[src/rtl/imsc_pkg.sv]
// Constants shared by the internal memory, SFR decode and code access logic
// Notes on behaviour
// - Bytes 0x00-0x1F are four banks R0
// - Sixteen bytes from 0x20 hold 128 addressable bits
// - Scratchpad of 80 bytes above bit area
// - Lower RAM reachable direct and indirect
// - Indirect 0x80-0xFF reaches upper RAM
// - Direct 0x80-0xFF reaches special function registers
// - SFRs ending in nibble 0 or 8 bit-addressable
// - Code write strobes only if write enable set when request taken
// - Pointer write stores accumulator at pointer address
// - Ri write uses port2 high, Ri low
// - Wait field for fetch/MOVC; writes use data wait
// - Wait field 7..4 gives 8..5 clocks
// - Code read lasts four to eight clocks
// - Code write takes at least four clocks
package imsc_pkg;
  // Register addresses in direct SFR space
  localparam logic [7:0] SFR_POWER_AND_PROGRAM_WRITE_CONTROL_ADDR = 8'h87;
  localparam logic [7:0] SFR_CODE_MEMORY_WAIT_STATES_ADDR = 8'h92;
  // Reset values and writable bits
  localparam logic [7:0] POWER_AND_PROGRAM_WRITE_CONTROL_RESET = 8'h00;
  localparam logic [7:0] POWER_AND_PROGRAM_WRITE_CONTROL_WR_MASK = 8'h90;
  localparam logic [2:0] CODE_MEMORY_WAIT_STATES_RESET = 3'h7;
  localparam int POWER_AND_PROGRAM_WRITE_CONTROL_PWE_BIT = 4;
  localparam int POWER_AND_PROGRAM_WRITE_CONTROL_BAUD_BIT = 7;
  // Internal RAM landmarks
  localparam logic [7:0] BANK_BASE = 8'h00;
  localparam logic [7:0] BIT_AREA_BASE = 8'h20;
  localparam logic [7:0] SCRATCH_BASE = 8'h30;
  localparam logic [7:0] UPPER_BASE = 8'h80;
  // Code timing in clocks
  localparam logic [3:0] CODE_RD_MIN = 4'h4;
  localparam logic [3:0] CODE_RD_MAX = 4'h8;
  localparam logic [2:0] CODE_MEMORY_WAIT_STATES_FIRST_USED = 3'h4;
  localparam logic [3:0] CODE_WR_MIN = 4'h4;
  // Code access sequencer, Gray coded along idle-read-done
  typedef enum logic [1:0] {
    CS_IDLE = 2'h0,
    CS_READ = 2'h1,
    CS_DONE = 2'h3,
    CS_WRITE = 2'h2
  } imsc_code_state_t;
endpackage

[src/rtl/imsc_ram.sv]
// Internal data RAM: flip-flop array, one write port, two read ports
`timescale 1ns/1ns
module imsc_ram
  import imsc_pkg::*;
#(
  parameter int WIDTH = 8,
  parameter int DEPTH = 256
)
(
  input wire logic clk,
  input wire logic rst_n,
  input wire logic we,
  input wire logic [$clog2(DEPTH)-1:0] waddr,
  input wire logic [WIDTH-1:0] wdata,
  input wire logic [$clog2(DEPTH)-1:0] raddr_a,
  output logic [WIDTH-1:0] rdata_a,
  input wire logic [$clog2(DEPTH)-1:0] raddr_b,
  output logic [WIDTH-1:0] rdata_b
);
  // Storage array, indexed by byte address
  logic [WIDTH-1:0] mem_reg [DEPTH];
  localparam int ADDR_W = $clog2(DEPTH); // Index width, matches the port width

  // Lower half needs the bank, bit and scratch areas below upper base
  if (DEPTH < 2 * UPPER_BASE || WIDTH < 1)
  begin : g_bad_size
    $error("imsc_ram: depth must cover lower and upper RAM");
  end

  // Reads are combinational so the caller registers them once
  assign rdata_a = mem_reg[raddr_a];
  assign rdata_b = mem_reg[raddr_b];

  // Each word is its own flop group with a decoded enable
  for (genvar i = 0; i < DEPTH; i++)
  begin : g_word
    always_ff @(posedge clk or negedge rst_n)
    begin
      if (!rst_n)
        mem_reg[i] <= '0;
      else if (we && waddr == ADDR_W'(i))
        mem_reg[i] <= wdata;
    end
  end
endmodule

[src/rtl/imsc_core.sv]
// Internal RAM and SFR decode with code memory read/write sequencing
`timescale 1ns/1ns
module imsc_core
  import imsc_pkg::*;
(
  input wire logic clk,
  input wire logic rst_n,
  // Core data access: byte or bit, direct or indirect
  input wire logic mem_req,
  input wire logic mem_we,
  input wire logic mem_indirect,
  input wire logic mem_bit,
  input wire logic [7:0] mem_addr,
  input wire logic [7:0] mem_wdata,
  output logic mem_ready,
  output logic mem_ack,
  output logic [7:0] mem_rdata,
  output logic bit_rdata,
  // Outside SFR bus for registers not held here
  output logic [7:0] sfr_addr,
  output logic sfr_rd,
  output logic sfr_we,
  output logic [7:0] sfr_wdata,
  input wire logic [7:0] sfr_rdata,
  // Control bits held here
  output logic program_write_enable,
  output logic serial_baud_double,
  output logic [2:0] code_wait_field,
  // Core context for code writes
  input wire logic [7:0] acc,
  input wire logic [15:0] active_data_pointer,
  input wire logic [7:0] port2_high_address,
  input wire logic [1:0] reg_bank,
  input wire logic [2:0] data_wait_control,
  // Code fetch / MOVC read and MOVX code write requests
  input wire logic code_rd_req,
  input wire logic [15:0] code_rd_addr,
  input wire logic code_wr_req,
  input wire logic code_wr_use_active_data_pointer,
  input wire logic code_wr_ri,
  output logic code_busy,
  output logic code_done,
  output logic [7:0] code_rdata,
  // Code memory pins
  output logic [15:0] code_addr,
  output logic [7:0] code_wdata,
  output logic code_rd,
  output logic code_wr,
  input wire logic [7:0] code_memory_state
);
  // Direct access above 0x7f means SFR space
  function automatic logic is_sfr(input logic indirect, input logic [7:0] addr);
    is_sfr = !indirect && (addr >= UPPER_BASE);
  endfunction
  // Bit address to the byte that holds it
  function automatic logic [7:0] bit_byte(input logic [7:0] baddr);
    if (baddr >= UPPER_BASE)
      bit_byte = {baddr[7:3], 3'h0};
    else
      bit_byte = BIT_AREA_BASE + {4'h0, baddr[6:3]};
  endfunction
  // Decode of the two registers that live in this block
  function automatic logic is_local(input logic [7:0] addr);
    is_local = (addr == SFR_POWER_AND_PROGRAM_WRITE_CONTROL_ADDR) || (addr == SFR_CODE_MEMORY_WAIT_STATES_ADDR);
  endfunction
  // Control registers
  logic [7:0] power_and_program_write_control_reg, power_and_program_write_control_next; // Power and program write control
  logic [2:0] code_memory_wait_states_reg, code_memory_wait_states_next; // Code wait field
  // Data access pipeline: take, then decode and answer
  logic ready_reg; // High when a request may be taken
  logic s1_reg; // Access in decode stage
  logic s1_we_reg;
  logic s1_ind_reg;
  logic s1_bit_reg;
  logic [2:0] s1_pos_reg; // Bit position within byte
  logic [7:0] s1_wdata_reg;
  logic [7:0] addr_reg; // Byte address, also SFR bus address
  logic ack_reg;
  logic [7:0] rdata_reg;
  logic bit_rdata_reg;
  logic sfr_rd_reg;
  logic sfr_we_reg;
  logic [7:0] sfr_wdata_reg;
  // Take-time decode
  wire take = mem_req && ready_reg;
  wire [7:0] take_byte = mem_bit ? bit_byte(mem_addr) : mem_addr;
  wire take_sfr = mem_bit ? (mem_addr >= UPPER_BASE) : is_sfr(mem_indirect, mem_addr);
  wire take_ext = take_sfr && !is_local(take_byte);
  // Bit writes read first, so they need the outside value too
  wire take_ext_rd = take && take_ext && (!mem_we || mem_bit);
  // Decode-stage steering
  wire s1_sfr = s1_bit_reg ? (addr_reg >= UPPER_BASE) : is_sfr(s1_ind_reg, addr_reg);
  wire s1_power_and_program_write_control = s1_sfr && (addr_reg == SFR_POWER_AND_PROGRAM_WRITE_CONTROL_ADDR);
  wire s1_code_memory_wait_states = s1_sfr && (addr_reg == SFR_CODE_MEMORY_WAIT_STATES_ADDR);
  wire s1_ext = s1_sfr && !s1_power_and_program_write_control && !s1_code_memory_wait_states;
  wire [7:0] ram_rdata_a;
  wire [7:0] ram_rdata_b;
  wire [7:0] rd_byte = s1_ext ? sfr_rdata :
                       s1_power_and_program_write_control ? power_and_program_write_control_reg :
                       s1_code_memory_wait_states ? {5'h00, code_memory_wait_states_reg} : ram_rdata_a;
  // Bit write is a read-modify-write of the holding byte
  wire [7:0] bit_mask = 8'h01 << s1_pos_reg;
  wire [7:0] bit_merged = s1_wdata_reg[0] ? (rd_byte | bit_mask) : (rd_byte & ~bit_mask);
  wire [7:0] wr_byte = s1_bit_reg ? bit_merged : s1_wdata_reg;
  wire s1_write = s1_reg && s1_we_reg;
  // RAM holds banks, bit area, scratch and upper indirect bytes
  wire ram_we = s1_write && !s1_sfr;
  // Code access sequencer
  imsc_code_state_t state_reg, state_next;
  logic [3:0] cnt_reg, cnt_next; // Clocks left in the strobe
  logic [15:0] caddr_reg, caddr_next; // Code address, held per access
  logic [7:0] cwdata_reg, cwdata_next; // Byte to be written
  logic crd_reg, crd_next; // Read strobe
  logic cwr_reg, cwr_next; // Write strobe
  logic cdone_reg, cdone_next; // End-of-access pulse
  logic [7:0] crdata_reg, crdata_next; // Byte read back
  // Read length: unused field values clamp to the 4-clock floor
  wire [3:0] rd_clocks = (code_memory_wait_states_reg < CODE_MEMORY_WAIT_STATES_FIRST_USED) ? CODE_RD_MIN
                         : {1'b0, code_memory_wait_states_reg} + 4'h1;
  // Write length follows the data wait control, never under four
  wire [3:0] wr_clocks = CODE_WR_MIN + {1'b0, data_wait_control};
  // Ri value read from the selected bank
  wire [7:0] ri_index = BANK_BASE + {3'h0, reg_bank, 2'h0, code_wr_ri};
  wire [15:0] wr_target = code_wr_use_active_data_pointer ? active_data_pointer
                          : {port2_high_address, ram_rdata_b};
  // Internal RAM
  imsc_ram #(
    .WIDTH(8),
    .DEPTH(256)
  ) u_ram (
    .clk(clk),
    .rst_n(rst_n),
    .we(ram_we),
    .waddr(addr_reg),
    .wdata(wr_byte),
    .raddr_a(addr_reg),
    .rdata_a(ram_rdata_a),
    .raddr_b(ri_index),
    .rdata_b(ram_rdata_b)
  );
  // Local register writes; reserved and unused bits forced to zero
  assign power_and_program_write_control_next = (s1_write && s1_power_and_program_write_control) ? (wr_byte & POWER_AND_PROGRAM_WRITE_CONTROL_WR_MASK) : power_and_program_write_control_reg;
  assign code_memory_wait_states_next = (s1_write && s1_code_memory_wait_states) ? wr_byte[2:0] : code_memory_wait_states_reg;
  // Control registers
  always_ff @(posedge clk or negedge rst_n)
  begin
    if (!rst_n)
    begin
      power_and_program_write_control_reg <= POWER_AND_PROGRAM_WRITE_CONTROL_RESET;
      code_memory_wait_states_reg <= CODE_MEMORY_WAIT_STATES_RESET;
    end
    else
    begin
      power_and_program_write_control_reg <= power_and_program_write_control_next;
      code_memory_wait_states_reg <= code_memory_wait_states_next;
    end
  end
  // Request capture; one bubble between requests keeps SFR address stable
  always_ff @(posedge clk or negedge rst_n)
  begin
    if (!rst_n)
    begin
      ready_reg <= 1'b1;
      s1_reg <= 1'b0;
      s1_we_reg <= 1'b0;
      s1_ind_reg <= 1'b0;
      s1_bit_reg <= 1'b0;
      s1_pos_reg <= 3'h0;
      s1_wdata_reg <= 8'h00;
      addr_reg <= 8'h00;
      sfr_rd_reg <= 1'b0;
    end
    else
    begin
      ready_reg <= !take;
      s1_reg <= take;
      sfr_rd_reg <= take_ext_rd;
      // Hold fields between requests
      if (take)
      begin
        s1_we_reg <= mem_we;
        s1_ind_reg <= mem_indirect;
        s1_bit_reg <= mem_bit;
        s1_pos_reg <= mem_addr[2:0];
        s1_wdata_reg <= mem_wdata;
        addr_reg <= take_byte;
      end
    end
  end
  // Answer stage and outside SFR write strobe
  always_ff @(posedge clk or negedge rst_n)
  begin
    if (!rst_n)
    begin
      ack_reg <= 1'b0;
      rdata_reg <= 8'h00;
      bit_rdata_reg <= 1'b0;
      sfr_we_reg <= 1'b0;
      sfr_wdata_reg <= 8'h00;
    end
    else
    begin
      ack_reg <= s1_reg;
      sfr_we_reg <= s1_write && s1_ext;
      // Read data only changes on an answered access
      if (s1_reg)
      begin
        rdata_reg <= rd_byte;
        bit_rdata_reg <= rd_byte[s1_pos_reg];
        sfr_wdata_reg <= wr_byte;
      end
    end
  end
  // Code sequencer next state
  always_comb
  begin
    state_next = state_reg;
    cnt_next = cnt_reg;
    caddr_next = caddr_reg;
    cwdata_next = cwdata_reg;
    crd_next = crd_reg;
    cwr_next = cwr_reg;
    cdone_next = 1'b0;
    crdata_next = crdata_reg;
    case (state_reg)
      CS_IDLE:
      begin
        // Reads win over a same-cycle write request
        if (code_rd_req)
        begin
          state_next = CS_READ;
          caddr_next = code_rd_addr;
          cnt_next = rd_clocks - 4'h1;
          crd_next = 1'b1;
        end
        else if (code_wr_req)
        begin
          caddr_next = wr_target;
          cwdata_next = acc;
          cnt_next = wr_clocks - 4'h1;
          // Without write enable the request completes with no strobe
          if (power_and_program_write_control_reg[POWER_AND_PROGRAM_WRITE_CONTROL_PWE_BIT])
          begin
            state_next = CS_WRITE;
            cwr_next = 1'b1;
          end
          else
            state_next = CS_DONE;
        end
      end
      CS_READ:
      begin
        if (cnt_reg == 4'h0)
        begin
          crd_next = 1'b0;
          crdata_next = code_memory_state;
          state_next = CS_DONE;
        end
        else
          cnt_next = cnt_reg - 4'h1;
      end
      CS_WRITE:
      begin
        if (cnt_reg == 4'h0)
        begin
          cwr_next = 1'b0;
          state_next = CS_DONE;
        end
        else
          cnt_next = cnt_reg - 4'h1;
      end
      CS_DONE:
      begin
        cdone_next = 1'b1;
        state_next = CS_IDLE;
      end
      default:
      begin
        state_next = CS_IDLE;
        crd_next = 1'b0;
        cwr_next = 1'b0;
      end
    endcase
  end
  // Code sequencer registers
  always_ff @(posedge clk or negedge rst_n)
  begin
    if (!rst_n)
    begin
      state_reg <= CS_IDLE;
      cnt_reg <= 4'h0;
      caddr_reg <= 16'h0000;
      cwdata_reg <= 8'h00;
      crd_reg <= 1'b0;
      cwr_reg <= 1'b0;
      cdone_reg <= 1'b0;
      crdata_reg <= 8'h00;
    end
    else
    begin
      state_reg <= state_next;
      cnt_reg <= cnt_next;
      caddr_reg <= caddr_next;
      cwdata_reg <= cwdata_next;
      crd_reg <= crd_next;
      cwr_reg <= cwr_next;
      cdone_reg <= cdone_next;
      crdata_reg <= crdata_next;
    end
  end
  // Busy from the cycle after take until the done pulse, taken from next state
  logic busy_reg;
  always_ff @(posedge clk or negedge rst_n)
  begin
    if (!rst_n)
      busy_reg <= 1'b0;
    else
      busy_reg <= (state_next != CS_IDLE);
  end
  // Outputs straight from flops
  assign mem_ready = ready_reg;
  assign mem_ack = ack_reg;
  assign mem_rdata = rdata_reg;
  assign bit_rdata = bit_rdata_reg;
  assign sfr_addr = addr_reg;
  assign sfr_rd = sfr_rd_reg;
  assign sfr_we = sfr_we_reg;
  assign sfr_wdata = sfr_wdata_reg;
  assign program_write_enable = power_and_program_write_control_reg[POWER_AND_PROGRAM_WRITE_CONTROL_PWE_BIT];
  assign serial_baud_double = power_and_program_write_control_reg[POWER_AND_PROGRAM_WRITE_CONTROL_BAUD_BIT];
  assign code_wait_field = code_memory_wait_states_reg;
  assign code_busy = busy_reg;
  assign code_done = cdone_reg;
  assign code_rdata = crdata_reg;
  assign code_addr = caddr_reg;
  assign code_wdata = cwdata_reg;
  assign code_rd = crd_reg;
  assign code_wr = cwr_reg;
endmodule

[config.mk]
export PLATFORM = sky130hd
export DESIGN_NAME = imsc_core
export DESIGN_NICKNAME = d
export VERILOG_FILES = /design/src/rtl/imsc_pkg.sv /design/src/rtl/imsc_ram.sv /design/src/rtl/imsc_core.sv
export SDC_FILE = /design/constraint.sdc
export NUM_CORES = 2
export LEC_CHECK = 0
export BUFFER_PORTS_ARGS = -buffer_cell sky130_fd_sc_hd__buf_4
export CAP_MARGIN = 20
export CORE_MARGIN = 4
export CORE_UTILIZATION = 29
export CTS_CLUSTER_DIAMETER = 30
export CTS_CLUSTER_SIZE = 16
export DETAILED_ROUTE_END_ITERATION = 8
export GPL_ROUTABILITY_DRIVEN = 1
export GPL_TIMING_DRIVEN = 0
export PLACE_DENSITY = 0.52
export SYNTH_ARGS = -nofsm -noshare
export SYNTH_HDL_FRONTEND = slang
export SYNTH_SLANG_ARGS = --single-unit
[constraint.sdc]
create_clock -name clk -period 4.75 [get_ports clk]
set_clock_uncertainty 0.1 [all_clocks]
set_input_delay 0.95 -clock clk [delete_from_list [all_inputs] [get_ports clk]]
set_output_delay 0.95 -clock clk [all_outputs]
set_load 0.05 [all_outputs]
==> results.py <==
metrics = {
    "outcome": {
        "status": "complete, but fails checks",
        "violations": "setup timing",
    },
    "global_routing": {
        "grtUsageTotal_pct": 33.8,
        "grt_pass1_vias": 81680,
        "grt_pass1_wl_um": 765000,
        "grt_overflow_total": 0,
        "grt_antenna_before_repair": 85,
        "grt_max_degree": 186,
    },
    "setup_path": {
        "critical_path_buf_inv_count": 12,
        "crit_arrival_ns": 5.99,
        "reg2regPathDepth": 20,
        "critPathRequiredTime_ns": 5.55,
        "cpMostUsedCell": "buf_16",
        "crit_type": "reg2reg",
        "path_max_fanout": 8,
        "critPathTopFamily": "buffers and inverters",
        "start_kind": "flop",
        "cp_slowest_cell": "dfrtp_4",
        "cp-end-kind": "flop",
        "critical_path.cell_chain": "buf_12, buf_16, buf_16, buf_16, buf_16, buf_16, buf_16, buf_16, buf_12, mux4_2, a32oi_2, o32ai_1, nor3_2, nand4_1, buf_6, o211ai_4, nand2_8, buf_12, clkbuf_16, mux2_2",
        "crit_path_max_incr_delay_ns": 0.56,
        "cp_num_cells": 20,
    },
    "layout": {
        "syn_to_final_growth_pct": 39.5,
        "fin_util_pct": 40.7,
        "drive_gt1_share_pct": 27.7,
        "mostFrequentLayoutCell": "nand2_1",
        "largest_register_ffs": 2048,
        "fin_nets": 10143,
        "fill_cells": 30843,
        "final_area_um2": 132000,
        "mostFrequentLayoutCells": "2327 x nand2_1, 2127 x dfrtp_1, 1742 x o21ai_0",
    },
    "hold_path": {
        "hp-class": "in2reg",
        "holdPathStages": 3,
    },
    "yosys": {
        "syn_avg_cell_area_um2": 10.7,
        "synth_warnings": 0,
        "ys_async_sr_fraction_pct": 100,
        "netlist_area_um2": 95000,
        "ys_seq_area_share_pct": 56.4,
        "synth_nets": 8985,
        "ys_ff_latch": 2139,
        "synth_ff_type": "dfrtp_1",
        "synth-edff-count": 0,
        "syn_inst": 8883,
        "ys_types": 84,
    },
    "place": {
        "dp_hpwl_um": 412000,
        "io_buffers": 159,
        "gp_congestion": 1.09,
        "place_worst_setup_slack_ns": -5.02,
        "postPlaceCellArea_um2": 104000,
    },
    "floorplanning": {
        "core-area_um2": 325000,
        "ios": 165,
        "die-area_um2": 337000,
        "placementRows": 209,
        "chipWidth_um": 580,
        "die_y_um": 580,
        "floorplan.initialDensity_pct": 29.2,
    },
    "drt": {
        "wl_met1_um": 211000,
        "vias": 87568,
        "vias_per_cell": 5.90,
        "top_layer_used": "met5",
        "drt_iter0_drc": 13009,
        "drt_first_pass_iters": 8,
        "wl_met2_um": 232000,
        "antenna_left": 0,
        "avgRoutedWirePerCell_um": 39.9,
        "drc_errors": 0,
        "wl_um": 592000,
        "wl_met3_um": 80900,
    },
    "sta": {
        "period_minus_slack_ns": 5.19,
        "max_freq_ghz": 0.193,
        "final_hold_viol_count": 0,
        "relSlewSlack_pct": 16.1,
        "fin_tns_setup_ns": -197.71,
        "drv_slew": 0,
        "whs_ns": 0.0855,
        "tightest_slew_ns": 1.26,
        "finalSetupViolCount": 1206,
        "rsz0062_at_grt": "yes",
        "setup_slack_ns": -0.437,
        "final.period_utilization_pct": 109,
    },
    "clock_network": {
        "clk_latency_ns": 1.05,
        "cts_tree": "yes",
        "cts_made_buffers": 479,
        "root_buffer": "clkbuf_16",
        "clkSinkCount": 2139,
        "clkTransAtPathRegs_ns": 0.05,
        "clockBufferDepth": 4,
        "cts-htree-levels": 5,
    },
    "power_and_ir_drop": {
        "p_leak_uw": 0.0569,
        "p_per_area_nw_per_um2": 556,
        "peakVddDrop_mv": 0.357,
    },
    "run": {
        "maxCapViolCount": 0,
    },
}
[final cells by class]
| cell class | instances | area (um^2) | area share (%) |
|---|---|---|---|
| Sequential cell | 2139 | 53600 | 40.4 |
| Tap cell | 4325 | 5410 | 4.09 |
| Inverter | 30 | 139 | 0.105 |
| Clock buffer | 583 | 13100 | 9.88 |
| Timing Repair Buffer | 684 | 7860 | 5.93 |
| Antenna cell | 55 | 138 | 0.104 |
| Clock inverter | 319 | 4820 | 3.64 |
| Buffer | 743 | 7030 | 5.31 |
| Multi-Input combinational cell | 5964 | 40400 | 30.5 |
[metal layers]
metal  vias to the layer above  global-route usage [%]
met3                      2093                    14.1
met5                         -                       0
met1                     44629                    40.8
li1                      33915                       -
met2                      6885                    45.4
met4                        46                    30.7
[synth_stat cells (all sizes together), types with 21 or more instances]
cell | number | area [um^2]
mux2 | 166 | 1870
mux2i | 276 | 2760
a22oi | 149 | 1120
nor2 | 103 | 387
clkbuf | 544 | 2040
o211ai | 21 | 163
o22ai | 21 | 131
o21ai | 1986 | 9940
buf | 206 | 1370
mux4 | 426 | 9610
nand2 | 2342 | 8790
nor3 | 43 | 215
dfrtp | 2135 | 53400
nand3 | 68 | 340
inv | 28 | 105
a21oi | 83 | 415
[path summary, 6_finish.rpt]
check	from	slack, ns	endpoint
max	sfr_addr[1]	-0.44	u_ram.mem_reg[1755]
min in group asynchronous	rst_n	0.43	code_wdata[6]
max in group asynchronous	rst_n	0.71	u_ram.mem_reg[670]
min reg2reg	u_ram.mem_reg[1679]	0.37	u_ram.mem_reg[1679]
max reg2reg	sfr_addr[1]	-0.44	u_ram.mem_reg[1755]
min	mem_addr[4]	0.09	sfr_addr[4]
[worst reg2reg max path: stages, from the launching register on]
cell and delay (ns):
dfrtp_4 0.56, buf_12 0.20, buf_16 0.17, buf_16 0.18
buf_16 0.17, buf_16 0.12, buf_16 0.17, buf_16 0.27
buf_16 0.24, buf_12 0.18, mux4_2 0.41, a32oi_2 0.29
o32ai_1 0.16, nor3_2 0.38, nand4_1 0.17, buf_6 0.19
o211ai_4 0.27, nand2_8 0.16, buf_12 0.22, clkbuf_16 0.21
mux2_2 0.26
[where the power goes]
group          total [uW]  internal, uW  switching, uW
clock               36700         24900          11700
sequential          20100         19400            746
combinational       16900          5420          11500
total               73700         49700          24000
[timing repair]
action	4_1_cts	5_1_grt
buffers inserted	206	162
cloned	8	31
gates resized for setup	1169	656
hold buffers	1	0
hold endpoints to repair	74	0
pin swaps	80	112
endpoints found under the setup margin	2071	1107
[per-stage QoR]
| step | total power [uW] | cells |
|---|---|---|
| global placement | 32100 | 13367 |
| global route | 74600 | 14790 |
| detailed placement | 32600 | 13485 |
| CTS | 71400 | 14601 |
| floorplan | 25000 | 8883 |
| finish | 73700 | 14842 |
[cells by family (layout without fill, tap and decap cells)]
kind of cell               count (synthesis)  after routing  synth area share, %
and+or+nand+nor                         2692           2692                 11.2
buffers and inverters                    780           2359                 3.71
DFF                                     2139           2139                 56.4
other                                      0             55                    0
muxes                                    868            868                 15.0
xor gates and xnor gates                   2              2               0.0184
adders and majority gates                  7              7               0.0922
AOI/OAI and AO/OA                       2395           2395                 13.6
(Power assumes the default switching activity.)
